**src/hdl/urxw_pkg.sv**
```systemverilog
// Package for the receive wake and multidrop support block
package urxw_pkg;

  // Register offsets on the plain register port
  localparam logic [2:0] ADDR_RX_LOW    = 3'h0;
  localparam logic [2:0] ADDR_RX_HIGH   = 3'h1;
  localparam logic [2:0] ADDR_STATUS    = 3'h2;
  localparam logic [2:0] ADDR_IRQ_CTRL  = 3'h3;
  localparam logic [2:0] ADDR_MODE_CTRL = 3'h4;

  // Status register bit positions
  localparam int BIT_RX_DONE    = 7;
  localparam int BIT_TX_DONE    = 6;
  localparam int BIT_TX_EMPTY   = 5;
  localparam int BIT_RX_START   = 4;
  localparam int BIT_SYNC_ERR   = 3;
  // Interrupt enable register bit positions
  localparam int BIT_RX_DONE_IE = 7;
  localparam int BIT_TX_DONE_IE = 6;
  localparam int BIT_TX_EMPT_IE = 5;
  localparam int BIT_RX_STRT_IE = 4;
  localparam int BIT_ABE_IE     = 2;
  // Mode register bit positions
  localparam int BIT_SFD_EN     = 4;
  localparam int BIT_IR_EVENT   = 1;
  localparam int BIT_MULTIDROP  = 0;
  // High receive byte bit positions
  localparam int BIT_OVERFLOW   = 6;

  // Reset values
  localparam logic [7:0] RST_IRQ_CTRL  = 8'h00;
  localparam logic [7:0] RST_MODE_CTRL = 8'h00;
  localparam logic [8:0] RST_RX_DATA   = 9'h000;

  // Wake state machine, one-hot
  typedef enum logic [1:0] {
    URXW_IDLE = 2'b01,
    URXW_RECV = 2'b10
  } urxw_wake_t;

  // One received frame as delivered by the framing datapath
  typedef struct packed {
    logic [8:0] data;
    logic       stop1;
    logic       nine;
  } urxw_frame_t;

  // Three interrupt vectors
  typedef struct packed {
    logic rx;
    logic tx_empty;
    logic tx_done;
  } urxw_vec_t;

endpackage

```
**src/hdl/urxw_core.sv**
```systemverilog
// Receive wake, multidrop filter, events and interrupt vector logic
//
// The implementer's own choices: the placing of the registers and the strobed register port.
`timescale 1ns/100ps

module urxw_core
  import urxw_pkg::*;
(
  input  wire logic        clk_sys,
  input  wire logic        reset,
  input  wire logic [2:0]  reg_addr,
  input  wire logic [7:0]  reg_wdata,
  input  wire logic        reg_write,
  input  wire logic        reg_read,
  output logic      [7:0]  reg_rdata,
  input  wire logic        rx_pin,
  input  wire logic        standby,
  input  wire logic        async_mode,
  input  wire logic        rx_busy,
  input  wire logic        frame_valid,
  input  wire urxw_frame_t frame_in,
  input  wire logic        false_start,
  input  wire logic        sync_error,
  input  wire logic        tx_buf_empty,
  input  wire logic        tx_shift_done,
  input  wire logic        host_clock_mode,
  input  wire logic        transfer_clock,
  input  wire logic        infrared_event_input,
  output logic             osc_request,
  output logic             peripheral_clock_request,
  output logic             sys_wake_request,
  output logic             osc_keep,
  output logic             sleep_allow,
  output logic             transfer_clock_out,
  output logic             infrared_pulse,
  output urxw_vec_t        vectors
);

  // Whole module state
  typedef struct packed {
    logic [2:0]  rx_sync;
    logic [2:0]  ir_sync;
    urxw_wake_t  wake;
    logic [8:0]  rx_data;
    logic        rx_full;
    logic        overflow;
    logic        rx_start_flag;
    logic        sync_flag;
    logic        tx_done_flag;
    logic        xck_event;
    logic        ir_pulse;
    logic [7:0]  irq_ctrl;
    logic [7:0]  mode_ctrl;
    logic [7:0]  rdata;
  } urxw_state_t;

  // Reset image of the whole state; the line chain starts at idle high
  localparam urxw_state_t ST_RESET = '{
    rx_sync:       3'h7,
    ir_sync:       3'h0,
    wake:          URXW_IDLE,
    rx_data:       RST_RX_DATA,
    rx_full:       1'b0,
    overflow:      1'b0,
    rx_start_flag: 1'b0,
    sync_flag:     1'b0,
    tx_done_flag:  1'b0,
    xck_event:     1'b0,
    ir_pulse:      1'b0,
    irq_ctrl:      RST_IRQ_CTRL,
    mode_ctrl:     RST_MODE_CTRL,
    rdata:         8'h00
  };

  urxw_state_t st;
  urxw_state_t next_st;

  logic rx_fall;
  logic type_bit;
  logic accept;
  logic pop;
  logic w1c_status;
  logic sfd_on;

  // Edge on the twice-synchronised line; stage 0 feeds only stage 1
  assign rx_fall = st.rx_sync[2] & ~st.rx_sync[1];
  // Start-of-frame wake needs its enable and asynchronous framing
  assign sfd_on = st.mode_ctrl[BIT_SFD_EN] & async_mode;
  // Frame type bit depends on character size
  assign type_bit = frame_in.nine ? frame_in.data[8] : frame_in.stop1;
  // Filter drops data frames while multidrop mode is on
  assign accept = frame_valid &
                  (~st.mode_ctrl[BIT_MULTIDROP] | type_bit);
  assign pop = reg_read & (reg_addr == ADDR_RX_LOW);
  assign w1c_status = reg_write & (reg_addr == ADDR_STATUS);

  // Next state
  always_comb begin
    next_st = st;
    next_st.rx_sync = {st.rx_sync[1:0], rx_pin};
    next_st.ir_sync = {st.ir_sync[1:0], infrared_event_input};
    // Rising edge of the synced infrared input gives a one-cycle pulse
    next_st.ir_pulse = st.mode_ctrl[BIT_IR_EVENT] &
                       st.ir_sync[1] & ~st.ir_sync[2];
    // Clock event follows the transfer clock level, one pulse per period
    next_st.xck_event = host_clock_mode & transfer_clock;

    // Wake machine holds its request from edge to frame end
    case (st.wake)
      URXW_IDLE: begin
        if (standby & sfd_on & rx_fall) begin
          next_st.wake = URXW_RECV;
        end
      end
      URXW_RECV: begin
        if (frame_valid | false_start) begin
          next_st.wake = URXW_IDLE;
        end
      end
      default: next_st.wake = URXW_IDLE;
    endcase

    // Receive holding register; done flag is its occupancy
    if (pop) begin
      next_st.rx_full = 1'b0;
      next_st.overflow = 1'b0;
    end
    if (accept) begin
      if (st.rx_full & ~pop) begin
        next_st.overflow = 1'b1;
      end else begin
        next_st.rx_data = frame_in.data;
        next_st.rx_full = 1'b1;
      end
    end

    // Write-one-to-clear flags; a same-cycle set beats the clear
    if (w1c_status & reg_wdata[BIT_RX_START]) begin
      next_st.rx_start_flag = 1'b0;
    end
    if (w1c_status & reg_wdata[BIT_SYNC_ERR]) begin
      next_st.sync_flag = 1'b0;
    end
    if (w1c_status & reg_wdata[BIT_TX_DONE]) begin
      next_st.tx_done_flag = 1'b0;
    end
    if (st.wake == URXW_IDLE && standby && sfd_on && rx_fall) begin
      next_st.rx_start_flag = 1'b1;
    end
    if (sync_error) begin
      next_st.sync_flag = 1'b1;
    end
    if (tx_shift_done & tx_buf_empty) begin
      next_st.tx_done_flag = 1'b1;
    end

    // Control register writes
    if (reg_write && reg_addr == ADDR_IRQ_CTRL) begin
      next_st.irq_ctrl = reg_wdata;
    end
    if (reg_write && reg_addr == ADDR_MODE_CTRL) begin
      next_st.mode_ctrl = reg_wdata;
    end

    // Read data stands in the cycle after the strobe only
    next_st.rdata = 8'h00;
    if (reg_read) begin
      case (reg_addr)
        ADDR_RX_LOW:    next_st.rdata = st.rx_data[7:0];
        ADDR_RX_HIGH:   next_st.rdata = {st.rx_full, st.overflow,
                                         5'h00, st.rx_data[8]};
        ADDR_STATUS:    next_st.rdata = {st.rx_full, st.tx_done_flag,
                                         tx_buf_empty, st.rx_start_flag,
                                         st.sync_flag, 3'h0};
        ADDR_IRQ_CTRL:  next_st.rdata = st.irq_ctrl;
        ADDR_MODE_CTRL: next_st.rdata = st.mode_ctrl;
        default:        next_st.rdata = 8'h00;
      endcase
    end
  end

  // State register; reset loads a constant image only
  always_ff @(posedge clk_sys) begin
    if (reset) begin
      st <= ST_RESET;
    end else begin
      st <= next_st;
    end
  end

  // Clock controller handshakes
  // Oscillator and port clock only while a woken frame is received
  assign osc_request = (st.wake == URXW_RECV);
  assign peripheral_clock_request = (st.wake == URXW_RECV);
  // System wake depends on which receive interrupt is enabled;
  // with both off only the oscillator and port clock run and frames may be lost
  assign sys_wake_request = standby & sfd_on &
    ((st.irq_ctrl[BIT_RX_STRT_IE] & st.rx_start_flag) |
     (~st.irq_ctrl[BIT_RX_STRT_IE] & st.irq_ctrl[BIT_RX_DONE_IE] &
      st.rx_full));
  // Sleep may not stop the oscillator mid-transfer
  assign osc_keep = (st.wake == URXW_RECV) | rx_busy;
  assign sleep_allow = (st.wake == URXW_IDLE) & ~rx_busy;

  // Interrupt vectors: flag and enable both set
  assign vectors.rx = (st.rx_full & st.irq_ctrl[BIT_RX_DONE_IE]) |
                      (st.rx_start_flag & st.irq_ctrl[BIT_RX_STRT_IE]) |
                      (st.sync_flag & st.irq_ctrl[BIT_ABE_IE]);
  assign vectors.tx_empty = tx_buf_empty &
                            st.irq_ctrl[BIT_TX_EMPT_IE];
  assign vectors.tx_done = st.tx_done_flag &
                           st.irq_ctrl[BIT_TX_DONE_IE];

  assign reg_rdata = st.rdata;
  assign transfer_clock_out = st.xck_event;
  assign infrared_pulse = st.ir_pulse;

  // Checks
  property p_wake_enter;
    @(posedge clk_sys) disable iff (reset)
    (st.wake == URXW_IDLE && standby && sfd_on && rx_fall)
      |=> osc_request && peripheral_clock_request && st.rx_start_flag;
  endproperty
  a_wake_enter: assert property (p_wake_enter)
    else $error("wake edge did not raise clock requests");

  property p_false_start;
    @(posedge clk_sys) disable iff (reset)
    (osc_request && false_start) |=> !osc_request;
  endproperty
  a_false_start: assert property (p_false_start)
    else $error("false start did not drop wake request");

  property p_sfd_off;
    @(posedge clk_sys) disable iff (reset)
    (!sfd_on && st.wake == URXW_IDLE) |=> !osc_request;
  endproperty
  a_sfd_off: assert property (p_sfd_off)
    else $error("wake without enable or outside async mode");

  property p_hold;
    @(posedge clk_sys) disable iff (reset)
    (osc_request && !frame_valid && !false_start) |=> osc_request;
  endproperty
  a_hold: assert property (p_hold)
    else $error("wake request dropped mid frame");

  property p_start_wake;
    @(posedge clk_sys) disable iff (reset)
    (standby && sfd_on && st.irq_ctrl[BIT_RX_STRT_IE] && rx_fall &&
     st.wake == URXW_IDLE) |=> sys_wake_request;
  endproperty
  a_start_wake: assert property (p_start_wake)
    else $error("start interrupt did not wake system");

  property p_osc_only;
    @(posedge clk_sys) disable iff (reset)
    (!st.irq_ctrl[BIT_RX_STRT_IE] && !st.irq_ctrl[BIT_RX_DONE_IE])
      |-> !sys_wake_request;
  endproperty
  a_osc_only: assert property (p_osc_only)
    else $error("system woken with both receive interrupts off");

  property p_drop_data;
    @(posedge clk_sys) disable iff (reset)
    (frame_valid && st.mode_ctrl[BIT_MULTIDROP] && !type_bit &&
     !st.rx_full) |=> !st.rx_full;
  endproperty
  a_drop_data: assert property (p_drop_data)
    else $error("data frame accepted in multidrop mode");

  property p_take_addr;
    @(posedge clk_sys) disable iff (reset)
    (frame_valid && type_bit && !st.rx_full)
      |=> st.rx_full && st.rx_data == $past(frame_in.data);
  endproperty
  a_take_addr: assert property (p_take_addr)
    else $error("address frame not taken");

  property p_pop;
    @(posedge clk_sys) disable iff (reset)
    (pop && !accept) |=> !st.rx_full &&
      (!vectors.rx || st.rx_start_flag || st.sync_flag);
  endproperty
  a_pop: assert property (p_pop)
    else $error("done flag survived buffer read");

  property p_rx_vec;
    @(posedge clk_sys) disable iff (reset)
    (st.sync_flag && st.irq_ctrl[BIT_ABE_IE]) |-> vectors.rx;
  endproperty
  a_rx_vec: assert property (p_rx_vec)
    else $error("sync error did not request receive vector");

  property p_tx_done;
    @(posedge clk_sys) disable iff (reset)
    (tx_shift_done && tx_buf_empty && st.irq_ctrl[BIT_TX_DONE_IE])
      |=> vectors.tx_done;
  endproperty
  a_tx_done: assert property (p_tx_done)
    else $error("transmit complete not requested");

  property p_ir;
    @(posedge clk_sys) disable iff (reset)
    infrared_pulse |=> !infrared_pulse;
  endproperty
  a_ir: assert property (p_ir)
    else $error("infrared pulse longer than one cycle");

  property p_done_wake;
    @(posedge clk_sys) disable iff (reset)
    (standby && sfd_on && !st.irq_ctrl[BIT_RX_STRT_IE] &&
     st.irq_ctrl[BIT_RX_DONE_IE]) |-> sys_wake_request == st.rx_full;
  endproperty
  a_done_wake: assert property (p_done_wake)
    else $error("system wake did not follow receive complete");

  property p_keep;
    @(posedge clk_sys) disable iff (reset)
    rx_busy |-> osc_keep && !sleep_allow;
  endproperty
  a_keep: assert property (p_keep)
    else $error("oscillator released during a transfer");

  property p_xck;
    @(posedge clk_sys) disable iff (reset)
    (host_clock_mode && transfer_clock) |=> transfer_clock_out;
  endproperty
  a_xck: assert property (p_xck)
    else $error("transfer clock event missing");

  property p_flag_set;
    @(posedge clk_sys) disable iff (reset)
    sync_error |=> st.sync_flag;
  endproperty
  a_flag_set: assert property (p_flag_set)
    else $error("sync error flag lost to a same cycle clear");

  property p_ovf;
    @(posedge clk_sys) disable iff (reset)
    (accept && st.rx_full && !pop)
      |=> st.overflow && st.rx_full && st.rx_data == $past(st.rx_data);
  endproperty
  a_ovf: assert property (p_ovf)
    else $error("full buffer overwritten by a new frame");

  c_wake_frame: cover property (@(posedge clk_sys) disable iff (reset)
    osc_request ##[1:200] frame_valid);
  c_false: cover property (@(posedge clk_sys) disable iff (reset)
    osc_request && false_start);
  c_drop: cover property (@(posedge clk_sys) disable iff (reset)
    frame_valid && !accept);
  c_ovf: cover property (@(posedge clk_sys) disable iff (reset)
    accept && st.rx_full);
  c_addr: cover property (@(posedge clk_sys) disable iff (reset)
    frame_valid && st.mode_ctrl[BIT_MULTIDROP] && type_bit);

endmodule

```
**config.mk**
```make
export PLATFORM = sky130hd
export DESIGN_NAME = urxw_core
export DESIGN_NICKNAME = d
export VERILOG_FILES = /design/src/hdl/urxw_pkg.sv /design/src/hdl/urxw_core.sv
export SDC_FILE = /design/constraint.sdc
export NUM_CORES = 1
export LEC_CHECK = 0
export ABC_AREA = 0
export BUFFER_PORTS_ARGS = -buffer_cell sky130_fd_sc_hd__buf_2
export CORE_UTILIZATION = 51
export CTS_CLUSTER_SIZE = 20
export DETAILED_ROUTE_END_ITERATION = 12
export PLACE_DENSITY = 0.86
export SLEW_MARGIN = 5
export SYNTH_ARGS = -nofsm -noshare
export SYNTH_HDL_FRONTEND = slang
export SYNTH_SLANG_ARGS = --single-unit
export TNS_END_PERCENT = 10
```
**constraint.sdc**
```tcl
create_clock -name clk_sys -period 1.7 [get_ports clk_sys]
set_input_delay 0.17 -clock clk_sys [delete_from_list [all_inputs] [get_ports clk_sys]]
set_output_delay 0.17 -clock clk_sys [all_outputs]
set_load 0.02 [all_outputs]
```
Yosys cells after proc, flatten, opt, wreduce, memory -nomap -nowiden
Index checks and enable logic that the tools add are counted.

Bits of input ports: 38. Register bits: 48. Logic and storage cells: 87.

Muxes and demuxes: 15. Reduce and logical (&&, ||, !) cells: 12. Equal/unequal tests: 8. Bitwise operators: 38.

Operators with widths (count): 8-bit case mux with 5 select lines (1); 1-bit bitwise AND (24); 1-bit 2-to-1 mux (9); 2-bit 2-to-1 mux (4); 1-bit NOT (8); 3-bit by 2-bit equality test with 1-bit output (second input constant) (2); 1-bit OR (6); 2-bit nonzero test (3); 1-bit logical AND (5); 2-bit case mux with 2 select lines (1); 2-bit AND reduction (2); 3-bit by 1-bit equality test with 1-bit output (second input constant) (1); 3-bit equality test (second input constant) (1); 3-bit logical NOT (1); 2-bit by 1-bit equality test with 1-bit output (second input constant) (1); 2-bit equality test (second input constant) (1); 2-bit by 1-bit != test with 1-bit output (second input constant) (1); 2-bit != test (second input constant) (1); 2-bit OR reduction (1).

Longest topological paths before layout
Gate-level depths: netlist (run 1).

Depth in word-level cells: 6. Depth in mapped cells: 5.

Least setup slack after synthesis (run 1)
Ideal clock, no wire load.

Path kind: input to register. Start: input reg_addr[1]. End: register st[31] (netlist bit). Slack: 0.237 ns. Required time: 1.572 ns. Stages on the path: 5. Data arrival time: 1.335 ns. Library setup time: 0.128 ns. Path buffers: 1. Cells stage by stage: or4b_4 a221oi_2 buf_6 mux2i_1 nor2_1.

Longest elaborated chain between the ends: 6.

RTL lines: start: declaration (RTL line urxw_core.sv:11) `input wire logic [2:0] reg_addr,`; 3-bit logical NOT (RTL line urxw_core.sv:94) `assign pop = reg_read & (reg_addr == ADDR_RX_LOW);`; 1-bit bitwise AND (RTL line urxw_core.sv:94); 1-bit NOT (RTL line urxw_core.sv:129) `if (st.rx_full & ~pop) begin`; 1-bit bitwise AND (RTL line urxw_core.sv:129); 1-bit NOT (no line); 2-bit AND reduction (no line); end signal: assignment (RTL line urxw_core.sv:187) `st <= next_st;`; end: declaration (RTL line urxw_core.sv:75) `urxw_state_t st;`.

No other way between the ends. A chain may end at the register's enable or synchronous reset.

Worst setup path in the final report (run 1)
Start: register st[30] (netlist bit). End: output sys_wake_request.

Longest elaborated chain between the ends: 3.

RTL lines: 1-bit bitwise AND (RTL line urxw_core.sv:199) `(~st.irq_ctrl[BIT_RX_STRT_IE] & st.irq_ctrl[BIT_RX_DONE_IE] &`; 1-bit OR (RTL line urxw_core.sv:198) `((st.irq_ctrl[BIT_RX_STRT_IE] & st.rx_start_flag) |`; 1-bit bitwise AND (RTL line urxw_core.sv:197) `assign sys_wake_request = standby & sfd_on &`; end: declaration (RTL line urxw_core.sv:31) `output logic sys_wake_request,`.

No other way between the ends.

==> impl_metrics.ini, run 1 <==
[worst_setup_path]
cp_max_fo = 5
critical_path_required_ns = 1.53
crit_arrival_ns = 1.30
cp_common_cell = nor2_1
path_buf_inv = 1
slowest_stage = dfxtp_1
worstPathCellList = nand2_1 -> nor2_1 -> a21oi_1 -> nor2_1 -> buf_2
worstSetupPathType = reg2out
start_kind = register
critical-path-top-delay-family = flip-flops
cp-end-kind = output port
max_stage_delay_ns = 0.46

[run]
maxCapViolCount = 0

[clocking]
path_clk_slew_ns = 0.08
cts_resized = 0
cts_tree = done
ctsHoldBuffers = 0
cts_buffer_depth = 2
cts_max_level = 2
cts_setup_buffers = 0
clk_latency_ns = 0.29
cts_sinks = 48
cts_made_buffers = 5
root_buffer = clkbuf_8

[place]
dpl.hpwl_um = 3397
place_area_um2 = 2321
gp_congestion = 0.9013
port_buffers = 55

[route]
drt-initial-drc-count = 91
wl_um = 4509
wire_per_inst_um = 14.05
dr.pass1.iters = 4
via_count = 1697
drc = 0
drtAntennaViolNets = 0
viasPerCell = 5.287

[run_status]
status = finished clean

[timing]
slew_headroom_pct = 62.87
setup_viol_count_final = 0
hold_slack_ns = 0.05548
skew_ns = 0.005794
fmax_ghz = 0.6825
final_hold_viol_count = 0
slew_violations = 0
rsz0062_at_grt = false
worstMarginPinSlew_ns = 0.5495
period_share_pct = 86.19
min_period_ns = 1.465

[finish]
antennaDiodeCount = 0
fin_nets = 311
drive_above_1_share_pct = 28.57
design_area_um2 = 2417
final_core_util_pct = 65.05
fillers = 334
area_growth_pct = 20.52

[die]
coreArea_um2 = 3716
dieArea_um2 = 4187
num_rows = 22
ioPinCount = 56
die_w_um = 64.71
initial_core_util_pct = 53.97
die-height_um = 64.71

[power_and_ir_drop]
p_int_mw = 1.632
pwr-share-seq_pct = 55.6
leakagePower_nw = 1.090
power_frac_clock_pct = 33.5
comb_power_share_pct = 10.9
p_sw_share_pct = 23.32
p_per_area_nw_per_um2 = 880.3
vdd_drop_max_mv = 0.5074
p_switching_uw = 496.2

[yosys]
ys_seq_elements = 48
synth_edf_count = 0
syn-cell-area_um2 = 2006
synth_nets = 256
synth_flop_cell = dfxtp_1
synthTopCellsByArea = dfxtp_1 48%, mux2i_1 9.5%, nor2_1 5.8%
synth_cells = 218
yosysWarnings = 0
syn_avg_cell_area_um2 = 9.200
ys_seq_area_share_pct = 47.91
synth_top_cell_by_area = dfxtp_1
ys_types = 35
synth_top_area_share_pct = 47.91
async_flop_share_pct = 0

[global_route]
grt_usage_pct = 23.80
grt_pass1_vias = 1688
antenna_found_initial = 0
grt_pass1_wl_um = 7576
grt_overflow = 0
grt_max_degree = 24

[hold_path]
hp-class = in2reg
cells by family (layout without fill, tap and decap cells):
| logic type | count (synthesis) | in the layout | share of synthesized area, % |
|---|---|---|---|
| xor gates and xnor gates | 1 | 1 | 0.4368 |
| AOI/OAI and AO/OA | 33 | 33 | 10.79 |
| muxes | 26 | 26 | 13.41 |
| and+or+nand+nor | 87 | 87 | 21.02 |
| DFF | 48 | 48 | 47.91 |
| buffers and inverters | 23 | 78 | 6.425 |
registers in the layout (all words and copies together) (netlist names):
register / cells
reg_rdata: 8
transfer_clock_out: 1
st: 34
next_st: 4
infrared_pulse: 1
area by class of cell:
class	instances	area [µm²]	share of cell area, %
repair buffers	68	372.9	15.42
multi-input cells	147	915.9	37.89
well taps	48	60.06	2.484
clock buffers	7	96.34	3.986
flip-flops and latches	48	960.9	39.75
inverters	3	11.26	0.4658
power by group through the flow:
stage          clock network [mW]  registers, mW  logic, mW
2_1_floorplan                   0           1.20      0.131
3_3_place_gp                    0           1.20      0.223
3_5_place_dp                    0           1.21      0.230
4_1_cts                     0.721           1.18      0.231
5_1_grt                     0.772           1.19      0.253
6_report                    0.713           1.18      0.232
path summary, 6_finish.rpt:
path / slack, ns / startpoint / to / cells after the start
min reg2reg: 0.43 / next_st[46]$_SDFF_PP1_ / next_st[47]$_SDFF_PP1_ / 1
max: 0.23 / st[30]$_SDFF_PP0_ / sys_wake_request / 5
min: 0.06 / rx_pin / next_st[46]$_SDFF_PP1_ / 2
max reg2reg: 0.35 / st[12]$_SDFFE_PP0P_ / st[41]$_SDFFE_PP0P_ / 4
Yosys cell counts (all sizes together), types with 5 or more instances:
| library cell | n |
|---|---|
| nor2b | 6 |
| nand2 | 25 |
| dfxtp | 48 |
| clkbuf | 9 |
| buf | 11 |
| a22oi | 7 |
| a21oi | 14 |
| mux2 | 7 |
| mux2i | 19 |
| and3 | 5 |
| nor2 | 31 |
metrics by stage:
stage | setup TNS, ns | setup WS [ns] | cells | power (mW)
CTS | 0 | 0.2499 | 321 | 2.134
floorplan | 0 | 0.2373 | 218 | 1.332
global route | 0 | 0.1637 | 321 | 2.211
global placement | 0 | 0.06772 | 314 | 1.428
finish | 0 | 0.2347 | 321 | 2.128
detailed placement | -0.004276 | -0.004276 | 314 | 1.438
per-layer routing:
| metal | vias up | routed length (µm) | track usage, % |
|---|---|---|---|
| li1 | 848 | - | - |
| met3 | 9 | 252 | 5.106 |
| met2 | 72 | 2116 | 39.97 |
| met5 | - | 0 | 0 |
| met1 | 768 | 2059 | 29.30 |
| met4 | 0 | 81 | 9.722 |
cells in the final DEF (no fill, tap or decap), types with 2 or more instances in the layout:
cell | synthesis | final
nor2_1 | 31 | 31
a31oi_1 | 2 | 2
o21ai_1 | 2 | 2
mux2_1 | 7 | 7
buf_4 | 9 | 13
buf_2 | 1 | 55
and3_1 | 5 | 5
a22oi_1 | 7 | 7
clkbuf_8 | 0 | 7
dfxtp_1 | 48 | 48
nand3_1 | 4 | 4
or2_1 | 3 | 3
and3b_1 | 2 | 2
nand2b_1 | 4 | 4
and2_1 | 2 | 2
nand2_1 | 25 | 25
a22o_1 | 2 | 2
nor2b_1 | 6 | 6
mux2i_1 | 19 | 19
a21oi_1 | 14 | 14
inv_1 | 2 | 2
(Power assumes the default switching activity.)
==> inputs of run 2 (changes only) <==
Settings changed: CORE_UTILIZATION 51 to 55, PLACE_DENSITY 0.86 to 0.91, RECOVER_POWER from default to 100.
Clock period 1.7 ns to 1.8 ns, I/O delays scaled along.
==> run 2 against run 1 <==
Sequential power fell by 5%; core utilization rose by 3.6 points; hold slack got worse by 0.042 ns; setup slack got worse by 0.0067 ns; first-iteration DRC count rose by 32%; via count rose by 2.4%; total power fell by 8.3%; sequential share of layout area rose by 1.3 points; final cell count fell by 0.31%; clock skew barely moved; clock power fell by 12%; critical path type unchanged; critical endpoint unchanged.
==> impl_metrics.ini, run 2 (synthesized netlist as in run 1, its figures left out) <==
[run_status]
status = finished clean

[finish]
fillers = 296
area_growth_pct = 16.84
final_common_cell = dfxtp_1
register_area_um2 = 960.9
antennaDiodeCount = 0
multi_input_area_um2 = 905.9
top_register = st
final_cell_mix = 48 x dfxtp_1, 34 x buf_2, 31 x nor2_1
fin_nets = 311
largest_reg_flops = 34
drive_above_1_share_pct = 17.88

[worst_setup_path]
cp_common_cell = nor2_1
max_stage_delay_ns = 0.44
worstPathCellList = nand2_1 -> nor2_1 -> a21oi_1 -> nor2_1 -> clkbuf_1
cp-end-kind = output port
crit_arrival_ns = 1.39
worstSetupPathType = reg2out
start_kind = register
cp_max_fo = 5
critical_path_required_ns = 1.62
slowest_stage = dfxtp_1

[run]
maxCapViolCount = 0

[hold_path]
hp-class = in2reg

[die]
num_rows = 21
initial_core_util_pct = 58.72
coreArea_um2 = 3416
ioPinCount = 56
die-height_um = 62.39
die_w_um = 62.39
dieArea_um2 = 3892

[route]
wl_um = 4535
drt-initial-drc-count = 120
viasPerCell = 5.431
drc = 0
drtAntennaViolNets = 0
via_count = 1738
wire_per_inst_um = 14.17
dr.pass1.iters = 4

[clocking]
cts_made_buffers = 5
clk_latency_ns = 0.37
cts_tree = done
cts_resized = 0
cts_sinks = 48
cts_buffer_depth = 2
cts_max_level = 2
root_buffer = clkbuf_4
path_clk_slew_ns = 0.13

[power_and_ir_drop]
p_per_area_nw_per_um2 = 832.2
finalPower_mw = 1.950
leakagePower_nw = 0.9790
vdd_drop_max_mv = 0.5514

[place]
port_buffers = 55
gp_congestion = 0.8352
dpl.hpwl_um = 3377

[timing]
skew_ns = 0.006146
fmax_ghz = 0.6362
slew_headroom_pct = 37.18
period_share_pct = 87.33
min_period_ns = 1.572
setup_viol_count_final = 0
worstMarginPinSlew_ns = 0.9423
slew_violations = 0
rsz0062_at_grt = false
finalSetupTns_ns = 0
final_hold_viol_count = 0

[global_route]
grt_overflow = 0
antenna_found_initial = 0
grt_pass1_vias = 1645
grt_pass1_wl_um = 7389
grt_max_degree = 24
grt_usage_pct = 24.67
-- run 2: stage by stage --
stage	instances	util (%)	area, µm²	hold slack [ns]	setup slack, ns
after floorplan	218	-	2006	0.2594	0.3273
after global placement	311	67.66	2311	0.3558	0.1570
after detailed placement	311	67.66	2311	0.3621	0.07598
after CTS	320	70.18	2397	0.009468	0.2947
after global routing	320	68.61	2344	0.01911	0.1266
final	320	68.61	2344	0.01379	0.2280
-- run 2: worst paths after layout --
kind,start,to,slack [ns],cells after the start
max,st[30]$_SDFF_PP0_,sys_wake_request,0.23,5
min,transfer_clock,transfer_clock_out$_SDFF_PP0_,0.01,3
max reg2reg,st[30]$_SDFF_PP0_,st[34]$_SDFFE_PP0P_,0.32,4
min reg2reg,next_st[46]$_SDFF_PP1_,next_st[47]$_SDFF_PP1_,0.43,1
-- run 2: routing by layer --
metal | up-vias | global-route usage (%) | share of wire [%] | wire length, µm
met5 | - | 0 | 0 | 0
li1 | 846 | - | - | -
met1 | 800 | 29.35 | 40 | 1834
met4 | 0 | 9.884 | 2.3 | 103
met2 | 81 | 42.17 | 49 | 2219
met3 | 11 | 6.569 | 8.3 | 377
-- run 2: cell type report --
type | count | share of cell area, %
sequential | 48 | 41.00
multi-input combinational | 147 | 38.65
timing repair buffer | 68 | 14.15
tap | 46 | 2.456
clock buffer | 6 | 1.762
clock inverter | 2 | 1.495
inverter | 3 | 0.4805
-- run 2: what timing repair did --
action                                 4_1_cts  5_1_grt
hold buffers                                 1        0
buffers inserted                             0        0
endpoints found under the hold margin        1        0
-- run 2: report_power, final --
part / total (mW) / leakage (nW) / internal [mW] / switching, mW
Combinational: 0.208 / 0.546 / 0.0951 / 0.113
Sequential: 1.12 / 0.391 / 1.10 / 0.0209
Clock: 0.624 / 0.0422 / 0.291 / 0.333
-- run 2: worst max-delay path, delay by kind of cell (launching register included) --
kind / cells / cell delay, ns
buf+inv: 1 / 0.23
simple gates: 3 / 0.29
compound gates: 1 / 0.06
flops: 1 / 0.44
